--- config.mk ---
export PLATFORM = sky130hd
export DESIGN_NAME = scs_clock_selector
export DESIGN_NICKNAME = d
export VERILOG_FILES = /design/src/inc/scs_pkg.sv /design/src/inc/scs_start_if.sv /design/src/core/scs_pin_sync.sv /design/src/core/scs_startup_timer.sv /design/src/core/scs_clock_selector.sv
export SDC_FILE = /design/constraint.sdc
export NUM_CORES = 1
export LEC_CHECK = 0
export BUFFER_PORTS_ARGS = -buffer_cell sky130_fd_sc_hd__clkbuf_2
export CAP_MARGIN = 20
export CELL_PAD_IN_SITES_DETAIL_PLACEMENT = 0
export CELL_PAD_IN_SITES_GLOBAL_PLACEMENT = 1
export CORE_ASPECT_RATIO = 1.2
export CORE_MARGIN = 1.5
export CORE_UTILIZATION = 30
export DETAILED_ROUTE_END_ITERATION = 10
export PLACE_DENSITY_LB_ADDON = 0.25
export SYNTH_ARGS = -nofsm -noshare
export SYNTH_HDL_FRONTEND = slang
export SYNTH_SLANG_ARGS = --single-unit
export TNS_END_PERCENT = 20
--- constraint.sdc ---
create_clock -name clk -period 1.85 [get_ports clk]
set_input_delay 0.37 -clock clk [delete_from_list [all_inputs] [get_ports clk]]
set_output_delay 0.37 -clock clk [all_outputs]
set_load 0.05 [all_outputs]
--- src/inc/scs_pkg.sv ---
// Constants, encodings and register map of the system clock source selector
package scs_pkg;

   // -----------------------------------------------------------------
   // Configuration word layout
   // -----------------------------------------------------------------
   localparam int         CFG_MODE_LSB   = 0;
   localparam int         CFG_MODE_W     = 3;
   localparam int         CFG_PWRTE_BIT  = 4;
   localparam int         CFG_INTERNAL_FREQ_SELECT_BIT = 7;
   localparam logic [7:0] CFG_RESET      = 8'h00;

   // -----------------------------------------------------------------
   // Clock mode codes
   // -----------------------------------------------------------------
   localparam logic [2:0] MODE_EXTERNAL_CLOCK = 3'h0;
   localparam logic [2:0] MODE_LOW_GAIN_XTAL  = 3'h1;
   localparam logic [2:0] MODE_MED_GAIN_XTAL  = 3'h2;
   localparam logic [2:0] MODE_HIGH_GAIN_XTAL = 3'h3;
   localparam logic [2:0] MODE_RES_CAP        = 3'h4;
   localparam logic [2:0] MODE_RES_CAP_IO     = 3'h5;
   localparam logic [2:0] MODE_INT_CLOCKOUT   = 3'h6;
   localparam logic [2:0] MODE_INT_PINS_IO    = 3'h7;

   localparam logic [1:0] GAIN_LOW  = 2'h0;
   localparam logic [1:0] GAIN_MED  = 2'h1;
   localparam logic [1:0] GAIN_HIGH = 2'h2;

   // -----------------------------------------------------------------
   // Register map
   // -----------------------------------------------------------------
   localparam int         ADDR_W          = 8;
   localparam logic [7:0] OFFS_CTRL       = 8'h00;
   localparam logic [7:0] OFFS_STATUS     = 8'h04;
   localparam logic [7:0] OFFS_CONFIG     = 8'h08;
   localparam int         CTRL_SLEEP_BIT  = 0;
   localparam int         CTRL_WAKE_BIT   = 1;
   localparam int         CTRL_GPIO_O_LSB = 8;
   localparam int         CTRL_GPIO_E_LSB = 12;
   localparam logic [1:0] RESP_OKAY       = 2'h0;
   localparam logic [1:0] RESP_SLVERR     = 2'h2;

   // -----------------------------------------------------------------
   // Timing
   // -----------------------------------------------------------------
   localparam int          CLK_PERIOD_NS    = 40;
   localparam int          CLK_FREQ_MHZ     = 25;
   localparam int          POWER_UP_TIMER_TIME_MS     = 64;
   localparam int          POWER_UP_TIMER_CYCLES      = (POWER_UP_TIMER_TIME_MS * 1000000) / CLK_PERIOD_NS;
   localparam int          POWER_UP_TIMER_W           = 21;
   localparam int          INT_OSC_FAST_MHZ = 8;
   localparam int          NCO_W            = 6;
   localparam int          STARTUP_W        = 11;
   localparam logic [10:0] OST_OSCILLATIONS = 11'h400;
   localparam int          RC_DELAY_INSTR   = 2;
   localparam int          TICKS_PER_INSTR  = 4;
   localparam logic [10:0] RC_DELAY_TICKS   = 11'(RC_DELAY_INSTR * TICKS_PER_INSTR);
   localparam logic [10:0] INT_WARM_TICKS   = 11'h010;
   localparam logic [10:0] EXT_DELAY_TICKS  = 11'h000;

endpackage

--- src/inc/scs_start_if.sv ---
// Link between the selector core and its start-up counter
`timescale 1ns/1ps
interface scs_start_if;
   import scs_pkg::*;
   logic                 start;
   logic                 tick;
   logic [STARTUP_W-1:0] limit;
   logic                 busy;
   logic                 done;

   modport ctrl  (output start, output tick, output limit, input busy, input done);
   modport timer (input start, input tick, input limit, output busy, output done);
endinterface

--- src/core/scs_pin_sync.sv ---
// Three-stage pin synchroniser with agreement filter
`timescale 1ns/1ps
module scs_pin_sync #(
   parameter int W = 3
) (
   input  wire logic         clk,
   input  wire logic         reset_n,
   input  wire logic [W-1:0] din,
   output logic      [W-1:0] dout
);
   logic [W-1:0] s1_reg;
   logic [W-1:0] s2_reg;
   logic [W-1:0] s3_reg;

   always_ff @(posedge clk or negedge reset_n) begin
      if (!reset_n) begin
         s1_reg <= '0;
         s2_reg <= '0;
         s3_reg <= '0;
      end else begin
         s1_reg <= din;
         s2_reg <= s1_reg;
         s3_reg <= s2_reg;
      end
   end

   // A change counts only once the last two stages agree
   always_ff @(posedge clk or negedge reset_n) begin
      if (!reset_n) begin
         dout <= '0;
      end else begin
         for (int i = 0; i < W; i++) begin
            if (s2_reg[i] == s3_reg[i]) begin
               dout[i] <= s3_reg[i];
            end
         end
      end
   end
endmodule

--- src/core/scs_startup_timer.sv ---
// Start-up delay counter cleared on each start request
`timescale 1ns/1ps
module scs_startup_timer (
   input  wire logic clk,
   input  wire logic reset_n,
   scs_start_if.timer su
);
   import scs_pkg::*;

   logic [STARTUP_W-1:0] cnt_reg;
   logic                 busy_reg;
   logic                 done_reg;

   assign su.busy = busy_reg;
   assign su.done = done_reg;

   always_ff @(posedge clk or negedge reset_n) begin
      if (!reset_n) begin
         cnt_reg  <= '0;
         busy_reg <= 1'b0;
         done_reg <= 1'b0;
      end else if (su.start) begin
         cnt_reg  <= '0;
         busy_reg <= (su.limit != '0);
         done_reg <= (su.limit == '0);
      end else if (busy_reg && su.tick) begin
         cnt_reg <= cnt_reg + 11'h001;
         if (cnt_reg + 11'h001 == su.limit) begin
            busy_reg <= 1'b0;
            done_reg <= 1'b1;
         end
      end
   end
endmodule

--- src/core/scs_clock_selector.sv ---
// System clock source selector with start-up sequencing and register slave
//
// Decided for this implementation: the placing of the registers and the AXI4-Lite slave port.
`timescale 1ns/1ps
module scs_clock_selector #(
   parameter int POWER_UP_TIMER_LIMIT = scs_pkg::POWER_UP_TIMER_CYCLES
) (
   input  wire logic                       clk,
   input  wire logic                       reset_n,
   input  wire logic [7:0]                 cfg_word,
   input  wire logic                       osc_in_i,
   output logic                            osc_in_o,
   output logic                            osc_in_oe,
   input  wire logic                       osc_out_i,
   output logic                            osc_out_o,
   output logic                            osc_out_oe,
   input  wire logic                       wake_i,
   output logic                            sys_tick,
   output logic                            cpu_run,
   output logic                            amp_enable,
   output logic [1:0]                      amp_gain,
   input  wire logic [scs_pkg::ADDR_W-1:0] s_axi_awaddr,
   input  wire logic                       s_axi_awvalid,
   output logic                            s_axi_awready,
   input  wire logic [31:0]                s_axi_wdata,
   input  wire logic [3:0]                 s_axi_wstrb,
   input  wire logic                       s_axi_wvalid,
   output logic                            s_axi_wready,
   output logic [1:0]                      s_axi_bresp,
   output logic                            s_axi_bvalid,
   input  wire logic                       s_axi_bready,
   input  wire logic [scs_pkg::ADDR_W-1:0] s_axi_araddr,
   input  wire logic                       s_axi_arvalid,
   output logic                            s_axi_arready,
   output logic [31:0]                     s_axi_rdata,
   output logic [1:0]                      s_axi_rresp,
   output logic                            s_axi_rvalid,
   input  wire logic                       s_axi_rready
);
   import scs_pkg::*;

   typedef enum logic [2:0] {
      ST_CFG, ST_POWER_UP_TIMER, ST_START, ST_RUN, ST_SLEEP
   } scs_state_e;

   // -----------------------------------------------------------------
   // Mode decoding helpers
   // -----------------------------------------------------------------
   function automatic logic is_crystal(input logic [2:0] m);
      return (m == MODE_LOW_GAIN_XTAL) || (m == MODE_MED_GAIN_XTAL) ||
             (m == MODE_HIGH_GAIN_XTAL);
   endfunction

   function automatic logic is_internal(input logic [2:0] m);
      return (m == MODE_INT_CLOCKOUT) || (m == MODE_INT_PINS_IO);
   endfunction

   function automatic logic [STARTUP_W-1:0] startup_limit(input logic [2:0] m);
      if (is_crystal(m)) begin
         return OST_OSCILLATIONS;
      end else if (is_internal(m)) begin
         return INT_WARM_TICKS;
      end else if (m == MODE_EXTERNAL_CLOCK) begin
         return EXT_DELAY_TICKS;
      end else begin
         return RC_DELAY_TICKS;
      end
   endfunction

   function automatic logic addr_mapped(input logic [ADDR_W-1:0] a);
      if (a == OFFS_CTRL) begin
         return 1'b1;
      end else if (a == OFFS_STATUS) begin
         return 1'b1;
      end else if (a == OFFS_CONFIG) begin
         return 1'b1;
      end else begin
         return 1'b0;
      end
   endfunction

   // -----------------------------------------------------------------
   // Declarations
   // -----------------------------------------------------------------
   scs_start_if su ();

   scs_state_e        state_reg;
   logic [7:0]        cfg_reg;
   logic [2:0]        mode;
   logic              fast_sel;
   logic [2:0]        pin_s;
   logic              osc_prev_reg;
   logic              ext_edge;
   logic [NCO_W-1:0]  nco_reg;
   logic [NCO_W-1:0]  nco_sum;
   logic              nco_tick;
   logic              post_reg;
   logic              src_tick;
   logic              start_reg;
   logic [POWER_UP_TIMER_W-1:0] power_up_timer_cnt_reg;
   logic              div_reg;
   logic              divided_clock_output_reg;
   logic              sleep_cmd_reg;
   logic              wake_cmd_reg;
   logic [1:0]        gpio_o_reg;
   logic [1:0]        gpio_e_reg;
   logic              aw_hold_reg;
   logic              w_hold_reg;
   logic [ADDR_W-1:0] awaddr_reg;
   logic [31:0]       wdata_reg;
   logic [3:0]        wstrb_reg;
   logic              wr_commit;
   logic [31:0]       status_word;

   assign mode     = cfg_reg[CFG_MODE_LSB +: CFG_MODE_W];
   assign fast_sel = cfg_reg[CFG_INTERNAL_FREQ_SELECT_BIT];

   scs_pin_sync #(
      .W (3)
   ) u_sync (
      .clk     (clk),
      .reset_n (reset_n),
      .din     ({wake_i, osc_out_i, osc_in_i}),
      .dout    (pin_s)
   );

   scs_startup_timer u_timer (
      .clk     (clk),
      .reset_n (reset_n),
      .su      (su.timer)
   );

   // -----------------------------------------------------------------
   // Clock source ticks
   // -----------------------------------------------------------------
   assign ext_edge = pin_s[0] && !osc_prev_reg;
   assign nco_sum  = nco_reg + NCO_W'(INT_OSC_FAST_MHZ);
   assign nco_tick = (nco_sum >= NCO_W'(CLK_FREQ_MHZ));

   // Internal source: 8 MHz directly, 4 MHz through the postscaler
   always_comb begin
      if (is_internal(mode)) begin
         src_tick = fast_sel ? nco_tick : (nco_tick && post_reg);
      end else begin
         src_tick = ext_edge;
      end
   end

   always_ff @(posedge clk or negedge reset_n) begin
      if (!reset_n) begin
         osc_prev_reg <= 1'b0;
         nco_reg      <= '0;
         post_reg     <= 1'b0;
      end else begin
         osc_prev_reg <= pin_s[0];
         nco_reg      <= nco_tick ? NCO_W'(nco_sum - NCO_W'(CLK_FREQ_MHZ)) : nco_sum;
         if (nco_tick) begin
            post_reg <= !post_reg;
         end
      end
   end

   assign su.start = start_reg;
   assign su.tick  = src_tick;
   assign su.limit = startup_limit(mode);

   // -----------------------------------------------------------------
   // Start-up sequencing
   // -----------------------------------------------------------------
   always_ff @(posedge clk or negedge reset_n) begin
      if (!reset_n) begin
         state_reg    <= ST_CFG;
         cfg_reg      <= CFG_RESET;
         start_reg    <= 1'b0;
         power_up_timer_cnt_reg <= '0;
      end else begin
         start_reg <= 1'b0;
         case (state_reg)
            ST_CFG: begin
               cfg_reg <= cfg_word;
               if (cfg_word[CFG_PWRTE_BIT]) begin
                  state_reg <= ST_POWER_UP_TIMER;
               end else begin
                  start_reg <= 1'b1;
                  state_reg <= ST_START;
               end
            end
            ST_POWER_UP_TIMER: begin
               power_up_timer_cnt_reg <= power_up_timer_cnt_reg + 21'h000001;
               if (power_up_timer_cnt_reg == POWER_UP_TIMER_W'(POWER_UP_TIMER_LIMIT - 1)) begin
                  start_reg <= 1'b1;
                  state_reg <= ST_START;
               end
            end
            ST_START: begin
               if (!start_reg && su.done) begin
                  state_reg <= ST_RUN;
               end
            end
            ST_RUN: begin
               if (sleep_cmd_reg) begin
                  state_reg <= ST_SLEEP;
               end
            end
            ST_SLEEP: begin
               if (wake_cmd_reg || pin_s[2]) begin
                  start_reg <= 1'b1;
                  state_reg <= ST_START;
               end
            end
            default: begin
               state_reg <= ST_CFG;
            end
         endcase
      end
   end

   // Execution advances only on source ticks while running
   always_ff @(posedge clk or negedge reset_n) begin
      if (!reset_n) begin
         sys_tick <= 1'b0;
         cpu_run  <= 1'b0;
      end else begin
         sys_tick <= src_tick && (state_reg == ST_RUN);
         cpu_run  <= (state_reg == ST_RUN);
      end
   end

   // Fosc/4 output: toggles every second oscillator tick
   always_ff @(posedge clk or negedge reset_n) begin
      if (!reset_n) begin
         div_reg    <= 1'b0;
         divided_clock_output_reg <= 1'b0;
      end else if (src_tick && (state_reg != ST_SLEEP)) begin
         div_reg <= !div_reg;
         if (div_reg) begin
            divided_clock_output_reg <= !divided_clock_output_reg;
         end
      end
   end

   // -----------------------------------------------------------------
   // Pin functions and amplifier gain
   // -----------------------------------------------------------------
   always_ff @(posedge clk or negedge reset_n) begin
      if (!reset_n) begin
         osc_in_o   <= 1'b0;
         osc_in_oe  <= 1'b0;
         osc_out_o  <= 1'b0;
         osc_out_oe <= 1'b0;
         amp_enable <= 1'b0;
         amp_gain   <= GAIN_LOW;
      end else begin
         osc_in_o   <= 1'b0;
         osc_in_oe  <= 1'b0;
         osc_out_o  <= 1'b0;
         osc_out_oe <= 1'b0;
         amp_enable <= is_crystal(mode);
         amp_gain   <= GAIN_LOW;
         case (mode)
            MODE_EXTERNAL_CLOCK, MODE_RES_CAP_IO: begin
               osc_out_o  <= gpio_o_reg[1];
               osc_out_oe <= gpio_e_reg[1];
            end
            MODE_RES_CAP: begin
               osc_out_o  <= divided_clock_output_reg;
               osc_out_oe <= 1'b1;
            end
            MODE_INT_CLOCKOUT: begin
               osc_out_o  <= divided_clock_output_reg;
               osc_out_oe <= 1'b1;
               osc_in_o   <= gpio_o_reg[0];
               osc_in_oe  <= gpio_e_reg[0];
            end
            MODE_INT_PINS_IO: begin
               osc_out_o  <= gpio_o_reg[1];
               osc_out_oe <= gpio_e_reg[1];
               osc_in_o   <= gpio_o_reg[0];
               osc_in_oe  <= gpio_e_reg[0];
            end
            MODE_MED_GAIN_XTAL: begin
               amp_gain <= GAIN_MED;
            end
            MODE_HIGH_GAIN_XTAL: begin
               amp_gain <= GAIN_HIGH;
            end
            default: begin
               amp_gain <= GAIN_LOW;
            end
         endcase
      end
   end

   // -----------------------------------------------------------------
   // AXI4-Lite write path
   // -----------------------------------------------------------------
   assign wr_commit = aw_hold_reg && w_hold_reg && !s_axi_bvalid;

   always_ff @(posedge clk or negedge reset_n) begin
      if (!reset_n) begin
         aw_hold_reg   <= 1'b0;
         awaddr_reg    <= '0;
         s_axi_awready <= 1'b0;
      end else if (s_axi_awvalid && s_axi_awready) begin
         aw_hold_reg   <= 1'b1;
         awaddr_reg    <= s_axi_awaddr;
         s_axi_awready <= 1'b0;
      end else if (s_axi_bvalid && s_axi_bready) begin
         aw_hold_reg <= 1'b0;
      end else begin
         s_axi_awready <= !aw_hold_reg && !s_axi_bvalid;
      end
   end

   always_ff @(posedge clk or negedge reset_n) begin
      if (!reset_n) begin
         w_hold_reg   <= 1'b0;
         wdata_reg    <= '0;
         wstrb_reg    <= '0;
         s_axi_wready <= 1'b0;
      end else if (s_axi_wvalid && s_axi_wready) begin
         w_hold_reg   <= 1'b1;
         wdata_reg    <= s_axi_wdata;
         wstrb_reg    <= s_axi_wstrb;
         s_axi_wready <= 1'b0;
      end else if (s_axi_bvalid && s_axi_bready) begin
         w_hold_reg <= 1'b0;
      end else begin
         s_axi_wready <= !w_hold_reg && !s_axi_bvalid;
      end
   end

   always_ff @(posedge clk or negedge reset_n) begin
      if (!reset_n) begin
         s_axi_bvalid <= 1'b0;
         s_axi_bresp  <= RESP_OKAY;
      end else if (wr_commit) begin
         s_axi_bvalid <= 1'b1;
         s_axi_bresp  <= addr_mapped(awaddr_reg) ? RESP_OKAY : RESP_SLVERR;
      end else if (s_axi_bready) begin
         s_axi_bvalid <= 1'b0;
      end
   end

   // Control register: sleep and wake are self-clearing commands
   always_ff @(posedge clk or negedge reset_n) begin
      if (!reset_n) begin
         sleep_cmd_reg <= 1'b0;
         wake_cmd_reg  <= 1'b0;
         gpio_o_reg    <= 2'h0;
         gpio_e_reg    <= 2'h0;
      end else begin
         sleep_cmd_reg <= 1'b0;
         wake_cmd_reg  <= 1'b0;
         if (wr_commit && (awaddr_reg == OFFS_CTRL)) begin
            if (wstrb_reg[0]) begin
               sleep_cmd_reg <= wdata_reg[CTRL_SLEEP_BIT];
               wake_cmd_reg  <= wdata_reg[CTRL_WAKE_BIT];
            end
            if (wstrb_reg[1]) begin
               gpio_o_reg <= wdata_reg[CTRL_GPIO_O_LSB +: 2];
               gpio_e_reg <= wdata_reg[CTRL_GPIO_E_LSB +: 2];
            end
         end
      end
   end

   // -----------------------------------------------------------------
   // AXI4-Lite read path
   // -----------------------------------------------------------------
   assign status_word = {16'h0000, (state_reg != ST_CFG), pin_s,
                         divided_clock_output_reg, (state_reg == ST_SLEEP), su.busy, cpu_run,
                         3'h0, cfg_reg[CFG_PWRTE_BIT], fast_sel, mode};

   always_ff @(posedge clk or negedge reset_n) begin
      if (!reset_n) begin
         s_axi_arready <= 1'b0;
         s_axi_rvalid  <= 1'b0;
         s_axi_rdata   <= '0;
         s_axi_rresp   <= RESP_OKAY;
      end else if (s_axi_arvalid && s_axi_arready) begin
         s_axi_arready <= 1'b0;
         s_axi_rvalid  <= 1'b1;
         s_axi_rresp   <= RESP_OKAY;
         if (s_axi_araddr == OFFS_CTRL) begin
            s_axi_rdata <= {18'h00000, gpio_e_reg, 2'h0, gpio_o_reg, 8'h00};
         end else if (s_axi_araddr == OFFS_STATUS) begin
            s_axi_rdata <= status_word;
         end else if (s_axi_araddr == OFFS_CONFIG) begin
            s_axi_rdata <= {24'h000000, cfg_reg};
         end else begin
            s_axi_rdata <= '0;
            s_axi_rresp <= RESP_SLVERR;
         end
      end else if (s_axi_rvalid && s_axi_rready) begin
         s_axi_rvalid <= 1'b0;
      end else begin
         s_axi_arready <= !s_axi_rvalid;
      end
   end
endmodule

==> results of run 1 <==
==> final timing paths <==
check | end | from | cells past startpoint | slack, ns
setup / recovery | u_timer.su.busy$_DFFE_PN0P_ | nco_reg[1]$_DFFE_PN0N_ | 8 | -0.03
hold / removal | u_sync.s1_reg[1]$_DFF_PN0_ | osc_out_i | 1 | 0.06
setup reg to reg | u_timer.su.busy$_DFFE_PN0P_ | nco_reg[1]$_DFFE_PN0N_ | 8 | -0.03
hold reg to reg | u_sync.s2_reg[2]$_DFF_PN0_ | u_sync.s1_reg[2]$_DFF_PN0_ | 0 | 0.35
max in group asynchronous | s_axi_rdata[7]$_DFFE_PN0P_ | reset_n | 3 | 0.78
min in group asynchronous | s_axi_rdata[6]$_DFFE_PN0P_ | reset_n | 2 | 0.49
==> power groups by stage <==
stage / Clock (mW) / Sequential, mW / Combinational (mW)
floorplan: 0 / 3.89 / 1.13
global placement: 0 / 3.58 / 2.05
detailed placement: 0 / 3.60 / 2.09
CTS: 3.42 / 3.55 / 2.11
global route: 3.56 / 3.63 / 2.35
finish: 3.33 / 3.55 / 2.10
==> cells in the mapped netlist, types with 10 or more instances <==
library cell / n / area share, %
dfrtp_1: 124 / 56
nand2_1: 53 / 3.6
xnor2_1: 30 / 4.8
mux2_2: 28 / 5.7
nor2_1: 28 / 1.9
inv_1: 20 / 1.4
o21ai_0: 20 / 1.8
buf_4: 18 / 2.5
nand3_1: 12 / 1.1
and3_1: 11 / 1.3
clkbuf_1: 11 / 0.75
nor4_1: 11 / 1.3
a21oi_1: 10 / 0.91
==> stage by stage <==
| step | std cells | power [mW] | utilization, % | instance area (um^2) |
|---|---|---|---|---|
| floorplan | 500 | 5.03 | - | 5660 |
| global placement | 814 | 5.63 | 36.1 | 6510 |
| detailed placement | 814 | 5.69 | 36.1 | 6510 |
| CTS | 849 | 9.09 | 39.7 | 7170 |
| global route | 852 | 9.53 | 40.3 | 7270 |
| finish | 852 | 8.98 | 40.3 | 7270 |
==> critical path, stage by stage (launching register included) <==
cell       delay (ns)
dfrtp_1          0.35
inv_2            0.07
ha_4             0.16
nor3b_4          0.15
o311a_4          0.40
buf_6            0.14
nor2_4           0.12
o2111ai_2        0.15
a21bo_2          0.23
==> area by class of cell <==
| type | count | area [um^2] | share of cell area, % |
|---|---|---|---|
| clock buffer | 20 | 447 | 6.14 |
| sequential | 124 | 3100 | 42.7 |
| timing repair buffer | 131 | 860 | 11.8 |
| inverter | 20 | 75.1 | 1.03 |
| tap | 224 | 280 | 3.85 |
| clock inverter | 12 | 146 | 2.01 |
| multi-input combinational | 321 | 2360 | 32.5 |
==> metal layers <==
| layer | up-vias | part of all wire [%] | global-route usage, % |
|---|---|---|---|
| met5 | - | 0 | 0 |
| met4 | 0 | 1.3 | 5.06 |
| met3 | 13 | 3.3 | 3.71 |
| met2 | 67 | 51 | 23.5 |
| met1 | 1950 | 44 | 16.3 |
| li1 | 1906 | - | - |
==> kinds of logic (layout without fill, tap and decap cells) <==
logic type,Yosys count,count (layout),synth area share (%)
simple gates,160,160,15.5
flops,124,124,56.5
other cells,1,18,0.0682
mux,28,28,5.74
compound gates,66,66,8.17
buf+inv,55,183,5.46
xor+xnor,40,40,6.65
fa+ha+maj,9,9,1.91
==> what timing repair did <==
| item | 4_1_cts | 5_1_grt |
|---|---|---|
| gates cloned | 0 | 0 |
| hold buffers | 1 | 0 |
| endpoints found under the hold margin | 32 | 0 |
| setup endpoints to repair | 16 | 26 |
| gates resized for setup | 6 | 18 |
| setup buffers | 2 | 3 |
| pin swaps | 5 | 11 |
==> impl_metrics.tcl, run 1 <==
set metrics [dict create \
    dp_hpwl_mm 8.91 \
    cts.sinks 124 \
    wl_per_cell_um 14.3 \
    cts_buffer_depth 2 \
    n_fill_cell 1752 \
    synth_cells 483 \
    combPwrFrac_pct 23.4 \
    crit_fanout 5 \
    fmax_ghz 0.532 \
    cts_tree "built" \
    hp-class "in -> reg" \
    final_cell_mix "124 x dfrtp_1, 72 x clkbuf_2, 53 x nand2_1, 53 x buf_4, 29 x xnor2_1" \
    period_share_pct 102 \
    setup_violations 1 \
    num_vias 3936 \
    rsz0062_at_grt "yes" \
    p_per_area_mw_per_mm2 1240 \
    row_count 54 \
    final-hold-violation-count 0 \
    synth.cell_area_mm2 0.00550 \
    critical_path_required_ns 2.15 \
    num_io_pins 120 \
    fin_crit_ns 1.88 \
    totalWireLength_mm 12.2 \
    ant_nets 0 \
    critPathCaptureType "flop" \
    ys_warn_count 0 \
    grt_pass1_vias 4014 \
    syn_area_per_cell_um2 11.4 \
    failed_checks "setup timing" \
    gr-total-overflow 0 \
    synth_edf_count 0 \
    slew_violations 0 \
    fin_tns_setup_ns -0.0302 \
    die_h_um 151 \
    antenna_found_initial 0 \
    arrival_ns 2.18 \
    vdd_ir_drop_max_v 0.000618 \
    clk_pin_slew_ns 0.06 \
    route.detailed.drc 0 \
    intPower_mw 6.20 \
    drv_cap 0 \
    diodes 0 \
    via_per_inst 4.62 \
    yosysUniqueCellTypes 57 \
    tightest_slew_ns 0.539 \
    pre_cts_ws_ns -0.183 \
    io_buffers 73 \
    cts.root.buffer_cell "clkbuf_16" \
    ys.flop_type "dfrtp_1" \
    cts_inserted_buffers 17 \
    ys_seq_elements 124 \
    swShare_pct 31.0 \
    drt_iter0_drc 204 \
    fp.dieArea_mm2 0.0191 \
    p_clk_share_pct 37.1 \
    setup_ws_ns -0.0302 \
    max_slew_margin_pct 64.1 \
    nets 691 \
    grt_pass1_wl_mm 20.2 \
    status "complete, but fails checks" \
    p_sw_mw 2.78 \
    worstSetupPathType "reg -> reg" \
    first_pass_iters 5 \
    p_leak_nw 3.39 \
    start_util_pct 30.5 \
    gp_congestion 0.812 \
    die_w_um 127 \
    cp-start-kind "flop" \
    final_layout_size_suffix_gt1_share_pct 35.5 \
    largest_reg_flops 21 \
    sequentialPowerShare_pct 39.5 \
    hold_ws_ns 0.0588 \
    synthArstFlopShare_pct 100 \
    htreeDepth 4 \
    fin_skew_ns 0.00637 \
    grt_max_degree 39 \
    grtUsageTotal_pct 13.6 \
    design.core.area_mm2 0.0180 \
    area_growth_pct 32.3 \
    final_common_cell "dfrtp_1" \
    synth_seq_area_share_pct 56.5 \
    insertion_delay_ns 0.41 \
]
No activity file was read; power rests on OpenSTA's default activity.
==> inputs of run 2 (changes only) <==
--- a/config.mk
+++ b/config.mk
@@ -12,6 +12,7 @@
 export CORE_ASPECT_RATIO = 1.2
 export CORE_MARGIN = 1.5
 export CORE_UTILIZATION = 30
+export CTS_BUF_LIST = sky130_fd_sc_hd__clkbuf_16
 export DETAILED_ROUTE_END_ITERATION = 10
 export PLACE_DENSITY_LB_ADDON = 0.25
 export SYNTH_ARGS = -nofsm -noshare
==> run 2 against run 1 <==
The flow still finishes with violations (setup timing). Core utilization decreased by 0.055 points. Cell area decreased by 0.14%. Total power decreased by 0.61%. Register-to-register slack about the same. Via count about the same. Hold slack about the same. Critical path depth unchanged. Combinational power about the same.
==> impl_metrics.tcl, run 2 (same netlist as run 1, synthesis figures left out) <==
set metrics [dict create \
    clk_pin_slew_ns 0.06 \
    crit_fanout 5 \
    largest_reg_flops 21 \
    intPower_mw 6.15 \
    drv_cap 0 \
    num_io_pins 120 \
    rrSetupSlack_ns -0.03 \
    worstSetupPathType "reg -> reg" \
    wl_per_cell_um 14.3 \
    crit_path_cell_trace "inv_2, ha_4, nor3b_4, o311a_4, buf_6, nor2_4, o2111ai_2, a21bo_2" \
    area_growth_pct 32.1 \
    fp.dieArea_mm2 0.0191 \
    final_layout_size_suffix_gt1_share_pct 35.4 \
    critical_path_required_ns 2.15 \
    final-hold-violation-count 0 \
    min-delay-start "osc_out_i" \
    hp-class "in -> reg" \
    max_slew_margin_pct 64.1 \
    swShare_pct 31.1 \
    route.detailed.drc 0 \
    antenna_found_initial 0 \
    failed_checks "setup timing" \
    cts_tree "built" \
    cp-start-kind "flop" \
    die_h_um 151 \
    design.core.area_mm2 0.0180 \
    htreeDepth 4 \
    grt_max_degree 39 \
    p_leak_nw 3.40 \
    r2r-start "nco_reg[1]$_DFFE_PN0N_" \
    p_per_area_mw_per_mm2 1230 \
    grtUsageTotal_pct 13.6 \
    diodes 0 \
    cts.sinks 124 \
    totalWireLength_mm 12.2 \
    r2r-end "u_timer.su.busy$_DFFE_PN0P_" \
    holdPathStages 1 \
    final_cell_mix "124 x dfrtp_1, 72 x clkbuf_2, 53 x nand2_1, 53 x buf_4, 29 x xnor2_1" \
    period_share_pct 102 \
    insertion_delay_ns 0.41 \
    cpMaxStageDelayCell "o311a_4" \
    status "complete, but fails checks" \
    dp_hpwl_mm 8.91 \
    reg2reg_depth 8 \
    fin_skew_ns 0.00637 \
    vdd_ir_drop_max_v 0.000606 \
    slew_violations 0 \
    drt_iter0_drc 208 \
    arrival_ns 2.18 \
    grt_pass1_vias 4014 \
    rsz0062_at_grt "yes" \
    gr-total-overflow 0 \
    critPathCaptureType "flop" \
    num_vias 3939 \
    p_sw_mw 2.78 \
    first_pass_iters 4 \
    sequentialPowerShare_pct 39.8 \
    cpPeakStageDelay_ns 0.40 \
    power_mw 8.93 \
    fin_crit_ns 1.88 \
    grt_pass1_wl_mm 20.2 \
    whs_endpoint "u_sync.s1_reg[1]$_DFF_PN0_" \
    gp_congestion 0.812 \
    cts_inserted_buffers 17 \
    die_w_um 127 \
    io_buffers 73 \
    nets 691 \
    fmax_ghz 0.532 \
    fin_tns_setup_ns -0.0302 \
    tightest_slew_ns 0.539 \
    setup_violations 1 \
    start_util_pct 30.5 \
    row_count 54 \
    cts.root.buffer_cell "clkbuf_16" \
    combPwrFrac_pct 23.5 \
    final_common_cell "dfrtp_1" \
    cts_buffer_depth 2 \
    p_clk_share_pct 36.7 \
    ant_nets 0 \
    via_per_inst 4.62 \
    n_fill_cell 1753 \
    setup_ws_ns -0.0302 \
]
-- run 2: cell type report --
class	instances	area [um^2]	area share [%]
clock buffers	17	425	5.86
inverters	20	75.1	1.03
well taps	224	280	3.86
flip-flops and latches	124	3100	42.7
repair buffers	131	860	11.8
multi-input cells	321	2360	32.5
clock inverters	15	158	2.17
-- run 2: per-stage QoR --
stage | hold WS [ns] | setup WS (ns) | instances | util (%) | instance area, um^2
2_1_floorplan | 0.0744 | -0.0684 | 500 | - | 5660
3_3_place_gp | 0.333 | -0.162 | 814 | 36.1 | 6510
3_5_place_dp | 0.336 | -0.183 | 814 | 36.1 | 6510
4_1_cts | 0.0388 | -0.0168 | 849 | 39.7 | 7160
5_1_grt | 0.0332 | -0.0971 | 852 | 40.3 | 7260
6_report | 0.0590 | -0.0302 | 852 | 40.3 | 7260
-- run 2: worst max-delay path, delay by kind of cell (launching register included) --
kind	cells	cell delay [ns]
AO/OA/AOI/OAI	3	0.78
adder cells (fa/ha/maj)	1	0.16
buffers and inverters	2	0.21
flip-flops	1	0.35
AND/OR/NAND/NOR	2	0.27
-- run 2: worst max-delay path by stage --
stage | startpoint | cells after the start | end | slack [ns]
6_report | nco_reg[1]$_DFFE_PN0N_ | 8 | u_timer.su.busy$_DFFE_PN0P_ | -0.03
5_1_grt | nco_reg[0]$_DFFE_PN0N_ | 8 | u_timer.su.busy$_DFFE_PN0P_ | -0.1
4_1_cts | nco_reg[0]$_DFFE_PN0N_ | 8 | u_timer.su.busy$_DFFE_PN0P_ | -0.02
3_5_place_dp | nco_reg[0]$_DFFE_PN0N_ | 8 | u_timer.su.busy$_DFFE_PN0P_ | -0.18
3_3_place_gp | nco_reg[0]$_DFFE_PN0N_ | 8 | u_timer.su.busy$_DFFE_PN0P_ | -0.16
2_1_floorplan | nco_reg[0]$_DFFE_PN0N_ | 8 | u_timer.su.busy$_DFFE_PN0P_ | -0.07
-- run 2: routing by layer --
layer | global-route usage [%] | share of wire [%] | wire [um]
met2 | 23.5 | 51 | 6250
met1 | 16.3 | 44 | 5370
met3 | 3.71 | 3.3 | 405
met5 | 0 | 0 | 0
met4 | 5.06 | 1.3 | 157
-- run 2: timing repair --
item                                   in CTS  in global routing
resized for setup                           6                 18
hold buffers                                1                  0
setup buffers                               2                  3
pin swaps                                   5                 11
setup endpoints to repair                  16                 27
endpoints found under the hold margin      32                  0
-- run 2: power by group through the flow --
stage / Clock, mW / Sequential, mW / Combinational (mW)
after floorplan: 0 / 3.89 / 1.13
after global placement: 0 / 3.58 / 2.05
after detailed placement: 0 / 3.60 / 2.09
after CTS: 3.37 / 3.55 / 2.11
after global routing: 3.50 / 3.63 / 2.35
final: 3.28 / 3.55 / 2.10
